## src/include/lpms_pkg.sv

```systemverilog
// lpms_pkg: constants and state type of the measurement sequencer
// assumes a 50 MHz system clock
package lpms_pkg;
    localparam int CLK_MHZ = 50;
    localparam int CLK_PERIOD_PS = 20000;
    // fixed time unit of the conversion and init states
    localparam int UNIT_TIME_NS = 2730000;
    localparam int UNIT_TIME_US100 = 273;
    localparam int UNIT_CYCLES = (UNIT_TIME_NS * CLK_MHZ) / 1000;
    // led pulse on and off times
    localparam int LED_ON_TIME_NS = 7300;
    localparam int LED_OFF_TIME_NS = 8700;
    localparam int LED_ON_CYCLES =
        (LED_ON_TIME_NS * 1000 + CLK_PERIOD_PS - 1) / CLK_PERIOD_PS;
    localparam int LED_OFF_CYCLES =
        (LED_OFF_TIME_NS * 1000 + CLK_PERIOD_PS - 1) / CLK_PERIOD_PS;
    // long wait multiplier
    localparam int LONG_WAIT_FACTOR = 12;
    // reset value of the time settings: one unit
    localparam logic [7:0] TIME_SETTING_RST = 8'hFF;
    localparam int SETTING_W = 8;

    typedef enum logic [3:0] {
        LPMS_IDLE,
        LPMS_PROX_INIT,
        LPMS_PROX_ACCUM,
        LPMS_PROX_WAIT,
        LPMS_PROX_CONV,
        LPMS_WAIT,
        LPMS_AMB_INIT,
        LPMS_AMB_CONV,
        LPMS_SLEEP
    } lpms_state_t;
endpackage : lpms_pkg

```

## src/lpms_sequencer.sv

```systemverilog
// lpms_sequencer: measurement cycle of a proximity and ambient light sensor
// assumes settings are stable ports driven by the host register logic
// Notes on behaviour
// - prox enabled: init, pulse accumulation, fixed wait, conversion in order
// - prox init and prox wait each last a fixed 2.73 ms
// - accumulation length follows pulse count, one led pulse per count
// - prox conversion length set by the prox conversion time setting
// - prox interrupt at end of prox conversion; sleep if sleep bit set
// - wait enabled: wait state after prox, length from setting and long bit
// - long wait bit multiplies the wait duration by twelve
// - ambient enabled: ambient init then ambient conversion
// - ambient init lasts 2.73 ms
// - ambient conversion length from ambient integration time setting
// - ambient interrupt at end of ambient conversion; sleep if sleep bit set
// - each led pulse stays on 7.3 us
// - each pulse followed by 8.7 us led off before the next
// - prox time selects 1 to 256 units of 2.73 ms; 0xFF is one unit
// - prox valid set after first prox cycle, held until prox disabled
// - an interrupt stays asserted until the host clear command
`timescale 1ns/1ps
module lpms_sequencer
    import lpms_pkg::*;
#(
    parameter int UNIT_LEN = lpms_pkg::UNIT_CYCLES,
    parameter int LED_ON_LEN = lpms_pkg::LED_ON_CYCLES,
    parameter int LED_OFF_LEN = lpms_pkg::LED_OFF_CYCLES
) (
    input wire logic clk,
    input wire logic sys_rst,
    input wire logic prox_enable,
    input wire logic wait_enable,
    input wire logic ambient_enable,
    input wire logic sleep_after_interrupt,
    input wire logic long_wait_select,
    input wire logic [lpms_pkg::SETTING_W-1:0] prox_led_pulse_count,
    input wire logic [lpms_pkg::SETTING_W-1:0] prox_conversion_time,
    input wire logic [lpms_pkg::SETTING_W-1:0] wait_time_setting,
    input wire logic [lpms_pkg::SETTING_W-1:0] ambient_integration_time,
    input wire logic prox_int_cause,
    input wire logic ambient_int_cause,
    input wire logic int_clear,
    output logic led_on,
    output logic prox_int,
    output logic ambient_int,
    output logic prox_result_valid,
    output logic prox_conv_done,
    output logic ambient_conv_done,
    output lpms_pkg::lpms_state_t state
);
    import lpms_pkg::*;

    localparam int NUM_W = 13;
    localparam int LED_W = $clog2(LED_ON_LEN + LED_OFF_LEN + 1);

    lpms_state_t state_q, state_d;
    logic [NUM_W-1:0] units;
    logic tmr_start, tmr_done;
    logic [LED_W-1:0] led_cyc_q;
    logic [SETTING_W-1:0] pulses_q;
    logic prox_int_q, amb_int_q, valid_q, led_q;

    // units from a time setting: 256 minus value
    function automatic logic [NUM_W-1:0] units_of(
        input logic [SETTING_W-1:0] v);
        units_of = NUM_W'(9'h100 - {1'b0, v});
    endfunction : units_of

    wire [NUM_W-1:0] prox_units = units_of(prox_conversion_time);
    wire [NUM_W-1:0] amb_units = units_of(ambient_integration_time);
    wire [NUM_W-1:0] wait_base = units_of(wait_time_setting);
    wire [NUM_W-1:0] wait_units = long_wait_select ?
        NUM_W'(wait_base * 4'hC) : wait_base;
    wire pend_int = prox_int_q || amb_int_q;
    wire state_chg = (state_d != state_q);
    wire pulse_end = (led_cyc_q == LED_W'(LED_ON_LEN + LED_OFF_LEN - 1));
    wire accum_done = (state_q == LPMS_PROX_ACCUM) &&
        (pulses_q == '0 || (pulse_end && pulses_q == 8'h01));
    wire prox_end = (state_q == LPMS_PROX_CONV) && tmr_done;
    wire amb_end = (state_q == LPMS_AMB_CONV) && tmr_done;
    wire prox_fire = prox_end && prox_int_cause;
    wire amb_fire = amb_end && ambient_int_cause;

    // first phase of a cycle, skipping disabled ones
    wire lpms_state_t cycle_start = prox_enable ? LPMS_PROX_INIT :
        wait_enable ? LPMS_WAIT :
        ambient_enable ? LPMS_AMB_INIT : LPMS_IDLE;
    wire lpms_state_t after_prox = wait_enable ? LPMS_WAIT :
        ambient_enable ? LPMS_AMB_INIT : cycle_start;
    wire lpms_state_t after_wait = ambient_enable ? LPMS_AMB_INIT :
        cycle_start;

    assign units = (state_d == LPMS_PROX_CONV) ? prox_units :
        (state_d == LPMS_WAIT) ? wait_units :
        (state_d == LPMS_AMB_CONV) ? amb_units : NUM_W'(1);
    assign tmr_start = state_chg && state_d != LPMS_IDLE &&
        state_d != LPMS_SLEEP && state_d != LPMS_PROX_ACCUM;

    lpms_unit_timer #(
        .UNIT_LEN(UNIT_LEN),
        .NUM_W(NUM_W)
    ) u_timer (
        .clk(clk),
        .sys_rst(sys_rst),
        .start(tmr_start),
        .num_units(units),
        .done(tmr_done)
    );

    always_comb begin
        state_d = state_q;
        case (state_q)
            LPMS_IDLE: state_d = cycle_start;
            LPMS_PROX_INIT: if (tmr_done) state_d = LPMS_PROX_ACCUM;
            LPMS_PROX_ACCUM: if (accum_done) state_d = LPMS_PROX_WAIT;
            LPMS_PROX_WAIT: if (tmr_done) state_d = LPMS_PROX_CONV;
            LPMS_PROX_CONV: if (tmr_done) begin
                state_d = (prox_fire && sleep_after_interrupt) ?
                    LPMS_SLEEP : after_prox;
            end
            LPMS_WAIT: if (tmr_done) state_d = after_wait;
            LPMS_AMB_INIT: if (tmr_done) state_d = LPMS_AMB_CONV;
            LPMS_AMB_CONV: if (tmr_done) begin
                state_d = (amb_fire && sleep_after_interrupt) ?
                    LPMS_SLEEP : cycle_start;
            end
            LPMS_SLEEP: if (!pend_int) state_d = cycle_start;
            default: state_d = LPMS_IDLE;
        endcase
    end

    always_ff @(posedge clk) begin
        if (sys_rst) begin
            state_q <= LPMS_IDLE;
        end else begin
            state_q <= state_d;
        end
    end

    // led pulse train during accumulation
    always_ff @(posedge clk) begin
        if (sys_rst || state_q != LPMS_PROX_ACCUM) begin
            led_cyc_q <= '0;
            pulses_q <= prox_led_pulse_count;
        end else begin
            led_cyc_q <= pulse_end ? '0 : led_cyc_q + 1'b1;
            if (pulse_end) pulses_q <= pulses_q - 1'b1;
        end
    end

    always_ff @(posedge clk) begin
        if (sys_rst) begin
            led_q <= 1'b0;
        end else begin
            led_q <= (state_d == LPMS_PROX_ACCUM) && !accum_done &&
                ((state_q != LPMS_PROX_ACCUM) ?
                 (prox_led_pulse_count != '0) :
                 (pulse_end || led_cyc_q < LED_W'(LED_ON_LEN - 1)));
        end
    end

    // sticky interrupts: new event wins over clear
    always_ff @(posedge clk) begin
        if (sys_rst) begin
            prox_int_q <= 1'b0;
            amb_int_q <= 1'b0;
        end else begin
            prox_int_q <= prox_fire || (prox_int_q && !int_clear);
            amb_int_q <= amb_fire || (amb_int_q && !int_clear);
        end
    end

    always_ff @(posedge clk) begin
        if (sys_rst || !prox_enable) begin
            valid_q <= 1'b0;
        end else if (prox_end) begin
            valid_q <= 1'b1;
        end
    end

    assign led_on = led_q;
    assign prox_int = prox_int_q;
    assign ambient_int = amb_int_q;
    assign prox_result_valid = valid_q;
    assign prox_conv_done = prox_end;
    assign ambient_conv_done = amb_end;
    assign state = state_q;

    // assertions
    // cycles spent in the current state, for the length checks
    logic [31:0] dwell_q;
    // length of the current led on and led off runs
    logic [31:0] led_run_q;
    logic [31:0] led_gap_q;

    always_ff @(posedge clk) begin
        if (sys_rst || state_chg) begin
            dwell_q <= '0;
        end else begin
            dwell_q <= dwell_q + 1'b1;
        end
    end

    always_ff @(posedge clk) begin
        if (sys_rst || !led_q) begin
            led_run_q <= '0;
        end else begin
            led_run_q <= led_run_q + 1'b1;
        end
    end

    always_ff @(posedge clk) begin
        if (sys_rst || led_q) begin
            led_gap_q <= '0;
        end else begin
            led_gap_q <= led_gap_q + 1'b1;
        end
    end
endmodule : lpms_sequencer

```

## src/lpms_unit_timer.sv

```systemverilog
// lpms_unit_timer: counts whole time units of a programmable length
// assumes start is a one-cycle pulse; done pulses when the count ends
`timescale 1ns/1ps
module lpms_unit_timer #(
    parameter int UNIT_LEN = 136500,
    parameter int NUM_W = 13
) (
    input wire logic clk,
    input wire logic sys_rst,
    input wire logic start,
    input wire logic [NUM_W-1:0] num_units,
    output logic done
);
    localparam int CNT_W = $clog2(UNIT_LEN + 1);
    logic [CNT_W-1:0] cyc_q;
    logic [NUM_W-1:0] units_q;
    logic run_q;
    wire unit_end = (cyc_q == CNT_W'(UNIT_LEN - 1));
    wire last_unit = (units_q <= NUM_W'(1));

    assign done = run_q && unit_end && last_unit;

    always_ff @(posedge clk) begin
        if (sys_rst) begin
            run_q <= 1'b0;
            cyc_q <= '0;
            units_q <= '0;
        end else if (start) begin
            run_q <= 1'b1;
            cyc_q <= '0;
            units_q <= num_units;
        end else if (run_q) begin
            cyc_q <= unit_end ? '0 : cyc_q + 1'b1;
            if (unit_end) begin
                units_q <= units_q - 1'b1;
                run_q <= !last_unit;
            end
        end
    end
endmodule : lpms_unit_timer

```

## config.mk

```make
export PLATFORM = sky130hd
export DESIGN_NAME = lpms_sequencer
export DESIGN_NICKNAME = d
export VERILOG_FILES = /design/src/include/lpms_pkg.sv /design/src/lpms_sequencer.sv /design/src/lpms_unit_timer.sv
export SDC_FILE = /design/constraint.sdc
export NUM_CORES = 1
export LEC_CHECK = 0
export ABC_AREA = 1
export BUFFER_PORTS_ARGS = -buffer_cell sky130_fd_sc_hd__clkbuf_2
export CAP_MARGIN = 40
export CORE_MARGIN = 8
export CORE_UTILIZATION = 55
export DETAILED_ROUTE_END_ITERATION = 7
export PLACE_DENSITY_LB_ADDON = 0.12
export SYNTH_ARGS = -nofsm -noshare
export SYNTH_HDL_FRONTEND = slang
export SYNTH_SLANG_ARGS = --single-unit
```

## constraint.sdc

```tcl
create_clock -name clk -period 6.1 [get_ports clk]
set_input_delay 1.22 -clock clk [delete_from_list [all_inputs] [get_ports clk]]
set_output_delay 1.22 -clock clk [all_outputs]
set_load 0.05 [all_outputs]
```

======== Yosys cells after proc, flatten, opt, wreduce, memory -nomap -nowiden ========
Index checks and enable logic that the tools add are counted.
word-level totals
  input port bits ......................... 42
  logic and storage cells ................. 107
  flip-flop bits (word level) ............. 58
operators by class
  multiplexer cells ....................... 30
  magnitude comparators ................... 2
  $add $sub $neg .......................... 7
  equal/unequal tests ..................... 19
  multipliers ............................. 1
  reduce and logical (&&, ||, !) cells .... 38
operators by type and width
  kind                                                                               number
  13-bit 2-to-1 mux                                                                  7
  4-bit 2-to-1 mux                                                                   11
  4-bit case mux with 9 select lines                                                 1
  9-bit by 8-bit subtractor with 10-bit output, first input constant                 3
  4-bit by 3-bit equality test with 1-bit output, second input constant              7
  18-bit by 1-bit adder with 18-bit output, second input constant                    1
  18-bit equality test, second input constant                                        1
  18-bit 2-to-1 mux                                                                  1
  1-bit logical AND                                                                  17
  8-bit 2-to-1 mux                                                                   2
  13-bit by 1-bit less-or-equal comparator with 1-bit output, second input constant  1
  13-bit by 2-bit multiplier with 11-bit output, second input constant               1
  13-bit by 1-bit subtractor with 13-bit output, second input constant               1
  4-bit by 2-bit equality test with 1-bit output, second input constant              3
  3-bit 2-to-1 mux                                                                   4
  10-bit by 1-bit adder with 10-bit output, second input constant                    1
  10-bit equality test, second input constant                                        1
  10-bit by 9-bit < comparator with 1-bit output, second input constant              1
  8-bit by 1-bit equality test with 1-bit output, second input constant              1
  8-bit zero test                                                                    1
  4-bit by 2-bit != test with 1-bit output, second input constant                    2
  8-bit nonzero test                                                                 1
  8-bit by 1-bit subtractor with 8-bit output, second input constant                 1
  1-bit logical OR                                                                   7
  other kinds (11)                                                                   20

======== Longest topological paths before layout ========
  depth after elaboration ................. 15
  depth in mapped cells ................... 25
  gate-level depth less buffers ........... 25

======== Modules after synthesis ========
Synthesis repeated with hierarchy kept, for this count alone.
second synthesis, totals
  cell total of the unflattened synthesis .. 760
  area, all modules ....................... 4,823.4 um2
by module, submodules not included
  module           sequential area each (um2)  area an instance (um2)  cells each  times used
  lpms_sequencer   600.6                       2,896.5                 456         1
  lpms_unit_timer  640.6                       1,926.8                 304         1

======== Worst setup path before layout ========
No wires, ideal clock.
  path kind ............................... input -> register
  start point ............................. input wait_time_setting[0] in the netlist's numbering
  end point ............................... register u_timer.units_q[11]
  cell stages on the path ................. 21
  data arrival time ....................... 3.357 ns
  slack ................................... 2.627 ns
  library setup time ...................... 0.116 ns
  path through ............................ inv_1 ha_1 xnor2_1 ha_1 a21o_1 nand2_1 nand2_1 nand2_1 nand2_1 nand2_1 nand2_1 nand2_1 nand2_1 a21o_1 a21oi_1 xor2_1 nor2_1 nand2_1 nand2_1 nor2_1 nor2_1
on the way
  cells in the longest elaborated chain, start to end .. 6
ends and longest elaborated chain
  item                                              line                   source
  start, declared                                   lpms_sequencer.sv:37   input wire logic [lpms_pkg::SETTING_W-1:0] wait_time_setting,
  9-bit by 8-bit subtractor with 10-bit output (*)  lpms_sequencer.sv:65   units_of = NUM_W'(9'h100 - {1'b0, v});
  13-bit by 2-bit multiplier with 11-bit output     lpms_sequencer.sv:72   NUM_W'(wait_base * 4'hC) : wait_base;
  13-bit 2-to-1 mux (*)                             lpms_sequencer.sv:71   wire [NUM_W-1:0] wait_units = long_wait_select ?
  13-bit 2-to-1 mux (*)                             lpms_sequencer.sv:93   (state_d == LPMS_WAIT) ? wait_units :
  13-bit 2-to-1 mux (*)                             lpms_sequencer.sv:92   assign units = (state_d == LPMS_PROX_CONV) ? prox_units :
  13-bit 2-to-1 mux (*)                             lpms_unit_timer.sv:28  end else if (start) begin
  end signal, assigned                              lpms_unit_timer.sv:31  units_q <= num_units;
  end signal, assigned                              lpms_unit_timer.sv:35  units_q <= units_q - 1'b1;
  end, declared                                     lpms_unit_timer.sv:16  logic [NUM_W-1:0] units_q;
Mark *: on every way between the ends. The rest lies on a longest branch, timed or not.
A chain may end at the register's enable or synchronous reset.

======== Worst setup path in the final report ========
  start point ............................. register u_timer.cyc_q[0]
  end point ............................... output ambient_conv_done
on the way
  cells in the longest elaborated chain, start to end .. 4
ends and longest elaborated chain
  item                            line                   source
  start, declared                 lpms_unit_timer.sv:15  logic [CNT_W-1:0] cyc_q;
  start signal, assigned          lpms_unit_timer.sv:33  cyc_q <= unit_end ? '0 : cyc_q + 1'b1;
  18-bit equality test            lpms_unit_timer.sv:18  wire unit_end = (cyc_q == CNT_W'(UNIT_LEN - 1));
  1-bit logical AND (2 in a row)  lpms_unit_timer.sv:21  assign done = run_q && unit_end && last_unit;
  1-bit logical AND               lpms_sequencer.sv:79   wire amb_end = (state_q == LPMS_AMB_CONV) && tmr_done;
  end, declared                   lpms_sequencer.sv:47   output logic ambient_conv_done,
Every way passes these cells.

==> qor_table.md <==
| Metric | Value |
|---|---|
| Core Footprint | 8260 um2 |
| Launching point of the worst reg2reg path | u_timer.cyc_q[0] |
| Share of synthesized cell area in full adder, half adder and majority cells | 4.79% |
| Count of antenna-violating nets left after detailed routing | 0 |
| Max transition margin | 42.0% |
| Required time of the worst setup path | 4880 ps |
| Post-synthesis average cell area | 6.53 um2 |
| Max capacitance violation total | 0 |
| Post-synthesis share of cell area spent on and, or, nand and nor gates | 40.9% |
| Vias in the first global route | 4,408 |
| H-tree levels | 3 |
| Tot Pwr | 0.00133 W |
| Die Footprint | 11,800 um2 |
| Destination of the critical timing path | ambient_conv_done |
| Xor/xnor cell area share of the yosys netlist | 5.96% |
| Latest clock arrival within the worst-skew pair | 350 ps |
| Vert. Die Dim | 108 um |
| Pwr per Cell Area | 254 nW/um2 |
| DR vias/cell | 5.23 |
| Per-cell routed wire length | 12.5 um |
| Share of the clock period used by the worst path after layout | 58.8% |
| Synthesized-area fraction occupied by ao, oa, aoi and oai cells | 11.4% |
| Top-level port count | 52 |
| Top cell type's share of synthesized area | 21.3% |
| Worst Path Max Fanout | 14 |
| Die X | 108 um |
| P&R area growth vs syn | 11.2% |
| Final-layout setup total negative slack | 0 ps |
| RSZ-0062 raised after global routing | no |
| Syn Nets | 780 |
| Min-Delay Path Class | reg2reg |
| Part of the Yosys area used for sequential elements | 26.4% |
| Flop-to-flop setup slack | 2900 ps |
| Iteration-0 DRC Markers | 271 |
| Beginning of the worst hold path | led_cyc_q[0] |
| Total detailed-routing wirelength | 11,000 um |
| CTS-repair resized insts | 0 |
| Number of remaining DRC errors | 0 |
| Number of hold violations in the final report | 0 |
| Synthesis Warnings | 0 |
| Worst Tran Pin Value | 866 ps |
| Library cell with the largest summed area after synthesis | sky130_fd_sc_hd__dfxtp_1 |
| Total Nets Final | 830 |
| Antenna violations before repair | 0 |
| Post-detailed-placement half-perimeter wirelength | 8760 um |
| Number of port buffers | 51 |
| Global-route wire length before repair | 19,000 um |
| CTS tree | built |
| Count of vias placed by the detailed router | 4,606 |
| Multiplexer fraction of the synthesized cell area | 0.719% |
| Total of hold buffers inserted after clock tree synthesis | 0 |
| Setup clock skew after layout | 12.3 ps |
| Max Clk Rate | 279 MHz |
| Gp weighted congestion | 0.914 |
| Clock sink count | 58 |
| Antenna cell count | 0 |
| Sort of element at the start of the critical path | flop |
| Share of cells above drive strength 1 | 16.8% |
| Largest family of logic cells by synthesized area | simple AND/OR/NAND/NOR gates |
| Initial Utilization | 56.9% |
| Maximum number of pins on one net before global-route repair | 19 |
| Number of fill cells in the layout | 820 |
| Launch point of the critical path | u_timer.cyc_q[0] |
| Number of enable-type register cells in the synthesized netlist | 8 |
| Largest buffer count on any clock path | 2 |
| Max IR drop VDD | 0.000208 V |
| Total overflow reported by the global router | 0 |
| Clock root buffer master | sky130_fd_sc_hd__clkbuf_8 |
| FFs w/ async S/R, synth | 0% |
| # setup viols final | 0 |
| Floorplan row count | 33 |
| Largest cells by area after synthesis | sky130_fd_sc_hd__dfxtp_1, sky130_fd_sc_hd__nand2_1, sky130_fd_sc_hd__nor2_1 |
| Clock buffers created by TritonCTS | 9 |
| Cell count of the worst reg-to-reg path | 17 |
| Synth Register Bits | 58 |
| Worst flop-to-flop path endpoint | u_timer.units_q[0] |
| Library cells used by synthesis | 55 |
| Leakage power summed over all cells | 2.37 nW |
| Element type at the critical path end | output port |
| Setup Fix Bufs, Post-CTS | 0 |
| Syn Inst Count | 720 |
| Leading cell type in the layout, fill and taps excluded | sky130_fd_sc_hd__nand2_1 |
| Router iterations before antenna repair | 5 |
| Clk slew on worst S/H paths | 70 ps |
| Critical path type | reg2out |
| Final slew viol count | 0 |
| Commonest cells after routing, fill and taps aside | sky130_fd_sc_hd__nand2_1, sky130_fd_sc_hd__nor2_1, sky130_fd_sc_hd__inv_1 |
| Period minus WS final | 3590 ps |
| Signal arrival time at the worst endpoint | 2370 ps |
| Post-synthesis instance area | 4700 um2 |
| Outcome | finished, final reports clean |
| Top flip-flop cell by instance count after synthesis | sky130_fd_sc_hd__dfxtp_1 |
| Global routing usage summed across all routing layers | 19.7% |
worst max-delay path, stage by stage, from the launching register on:
cell and delay [ps]:
sky130_fd_sc_hd__dfxtp_1 390, sky130_fd_sc_hd__ha_1 260, sky130_fd_sc_hd__nand2_1 110, sky130_fd_sc_hd__nor2_4 140, sky130_fd_sc_hd__nand3_4 120, sky130_fd_sc_hd__nor2_8 230, sky130_fd_sc_hd__nand2_4 110, sky130_fd_sc_hd__nor3_1 300
sky130_fd_sc_hd__clkbuf_2 350
report_power, final:
group,leakage (nW),internal [W],switching [W]
clock,0.109,0.000209,0.000161
combinational,1.77,0.000165,0.000333
sequential,0.490,0.000422,0.0000393
total,2.37,0.000796,0.000533
synth_stat cells, types with 2 or more instances:
cell	n
sky130_fd_sc_hd__xnor2_1	12
sky130_fd_sc_hd__or2_2	3
sky130_fd_sc_hd__o21ai_1	3
sky130_fd_sc_hd__nand3_1	43
sky130_fd_sc_hd__nand3_2	3
sky130_fd_sc_hd__nor2_4	4
sky130_fd_sc_hd__nand2_2	8
sky130_fd_sc_hd__nand3b_1	3
sky130_fd_sc_hd__nand2_4	5
sky130_fd_sc_hd__a211oi_1	3
sky130_fd_sc_hd__nor3b_1	4
sky130_fd_sc_hd__nand2_1	163
sky130_fd_sc_hd__a21oi_1	31
sky130_fd_sc_hd__xor2_1	20
sky130_fd_sc_hd__nor2_2	10
sky130_fd_sc_hd__or2_1	3
sky130_fd_sc_hd__nor4_1	9
sky130_fd_sc_hd__buf_6	2
sky130_fd_sc_hd__dfxtp_1	50
sky130_fd_sc_hd__o31ai_1	2
sky130_fd_sc_hd__clkbuf_1	8
sky130_fd_sc_hd__nor2_8	2
sky130_fd_sc_hd__nor2_1	104
sky130_fd_sc_hd__and3_1	3
sky130_fd_sc_hd__o21bai_1	2
sky130_fd_sc_hd__a21o_1	2
sky130_fd_sc_hd__o22ai_1	3
sky130_fd_sc_hd__o21a_1	4
sky130_fd_sc_hd__ha_1	18
sky130_fd_sc_hd__inv_1	91
sky130_fd_sc_hd__nand4_1	7
sky130_fd_sc_hd__edfxtp_1	8
sky130_fd_sc_hd__nor3_2	4
sky130_fd_sc_hd__mux2_2	3
sky130_fd_sc_hd__inv_2	11
sky130_fd_sc_hd__nand4_2	2
sky130_fd_sc_hd__o21ai_0	28
sky130_fd_sc_hd__nor3_1	22
layer usage:
metal | global-route usage, % | share of wire, % | vias up
met4 | 5.67 | 1.7 | 0
li1 | - | - | 2434
met5 | 0 | 0 | -
met3 | 5.41 | 4.5 | 16
met1 | 22.9 | 44 | 2048
met2 | 34.5 | 50 | 108
state kept, by name, indices dropped and copies added (netlist names), 4 cells and up:
signal,flops
u_timer.cyc_q,18
u_timer.units_q,13
led_cyc_q,10
pulses_q,8
state,4
cells by family (layout without fill, tap and decap cells):
logic type / Yosys count / count (layout)
adders and majority gates: 18 / 18
muxes: 3 / 3
buffers and inverters: 116 / 171
and+or+nand+nor: 404 / 404
AOI/OAI and AO/OA: 89 / 89
DFF: 58 / 58
xor gates and xnor gates: 32 / 32
worst min-delay path by stage:
stage                        end  slack (ps)  cells after the start
floorplan           led_cyc_q[0]         430                      1
global placement    led_cyc_q[0]         440                      1
detailed placement  led_cyc_q[0]         450                      1
CTS                 led_cyc_q[0]         470                      1
global route        led_cyc_q[0]         490                      1
finish              led_cyc_q[0]         470                      1
through the flow:
stage	util (%)	setup WS, ps	cells	hold slack, ps	area, um2
after floorplan	-	2630	720	430	4700
after global placement	60.8	2310	864	443	5020
after detailed placement	60.8	2260	864	455	5020
after CTS	63.3	2520	880	471	5230
after global routing	63.3	2280	880	495	5230
final	63.3	2510	880	465	5230
area by class of cell:
class                           count  area [um2]  area share (%)
Tap cell                          105         131            2.51
Timing Repair Buffer               51         255            4.89
Multi-Input combinational cell    546        3000            57.4
Inverter                          104         393            7.52
Sequential cell                    58        1240            23.8
Clock buffer                       11         151            2.90
Clock inverter                      5        51.3           0.982
Power figures use the tool's default switching activity.
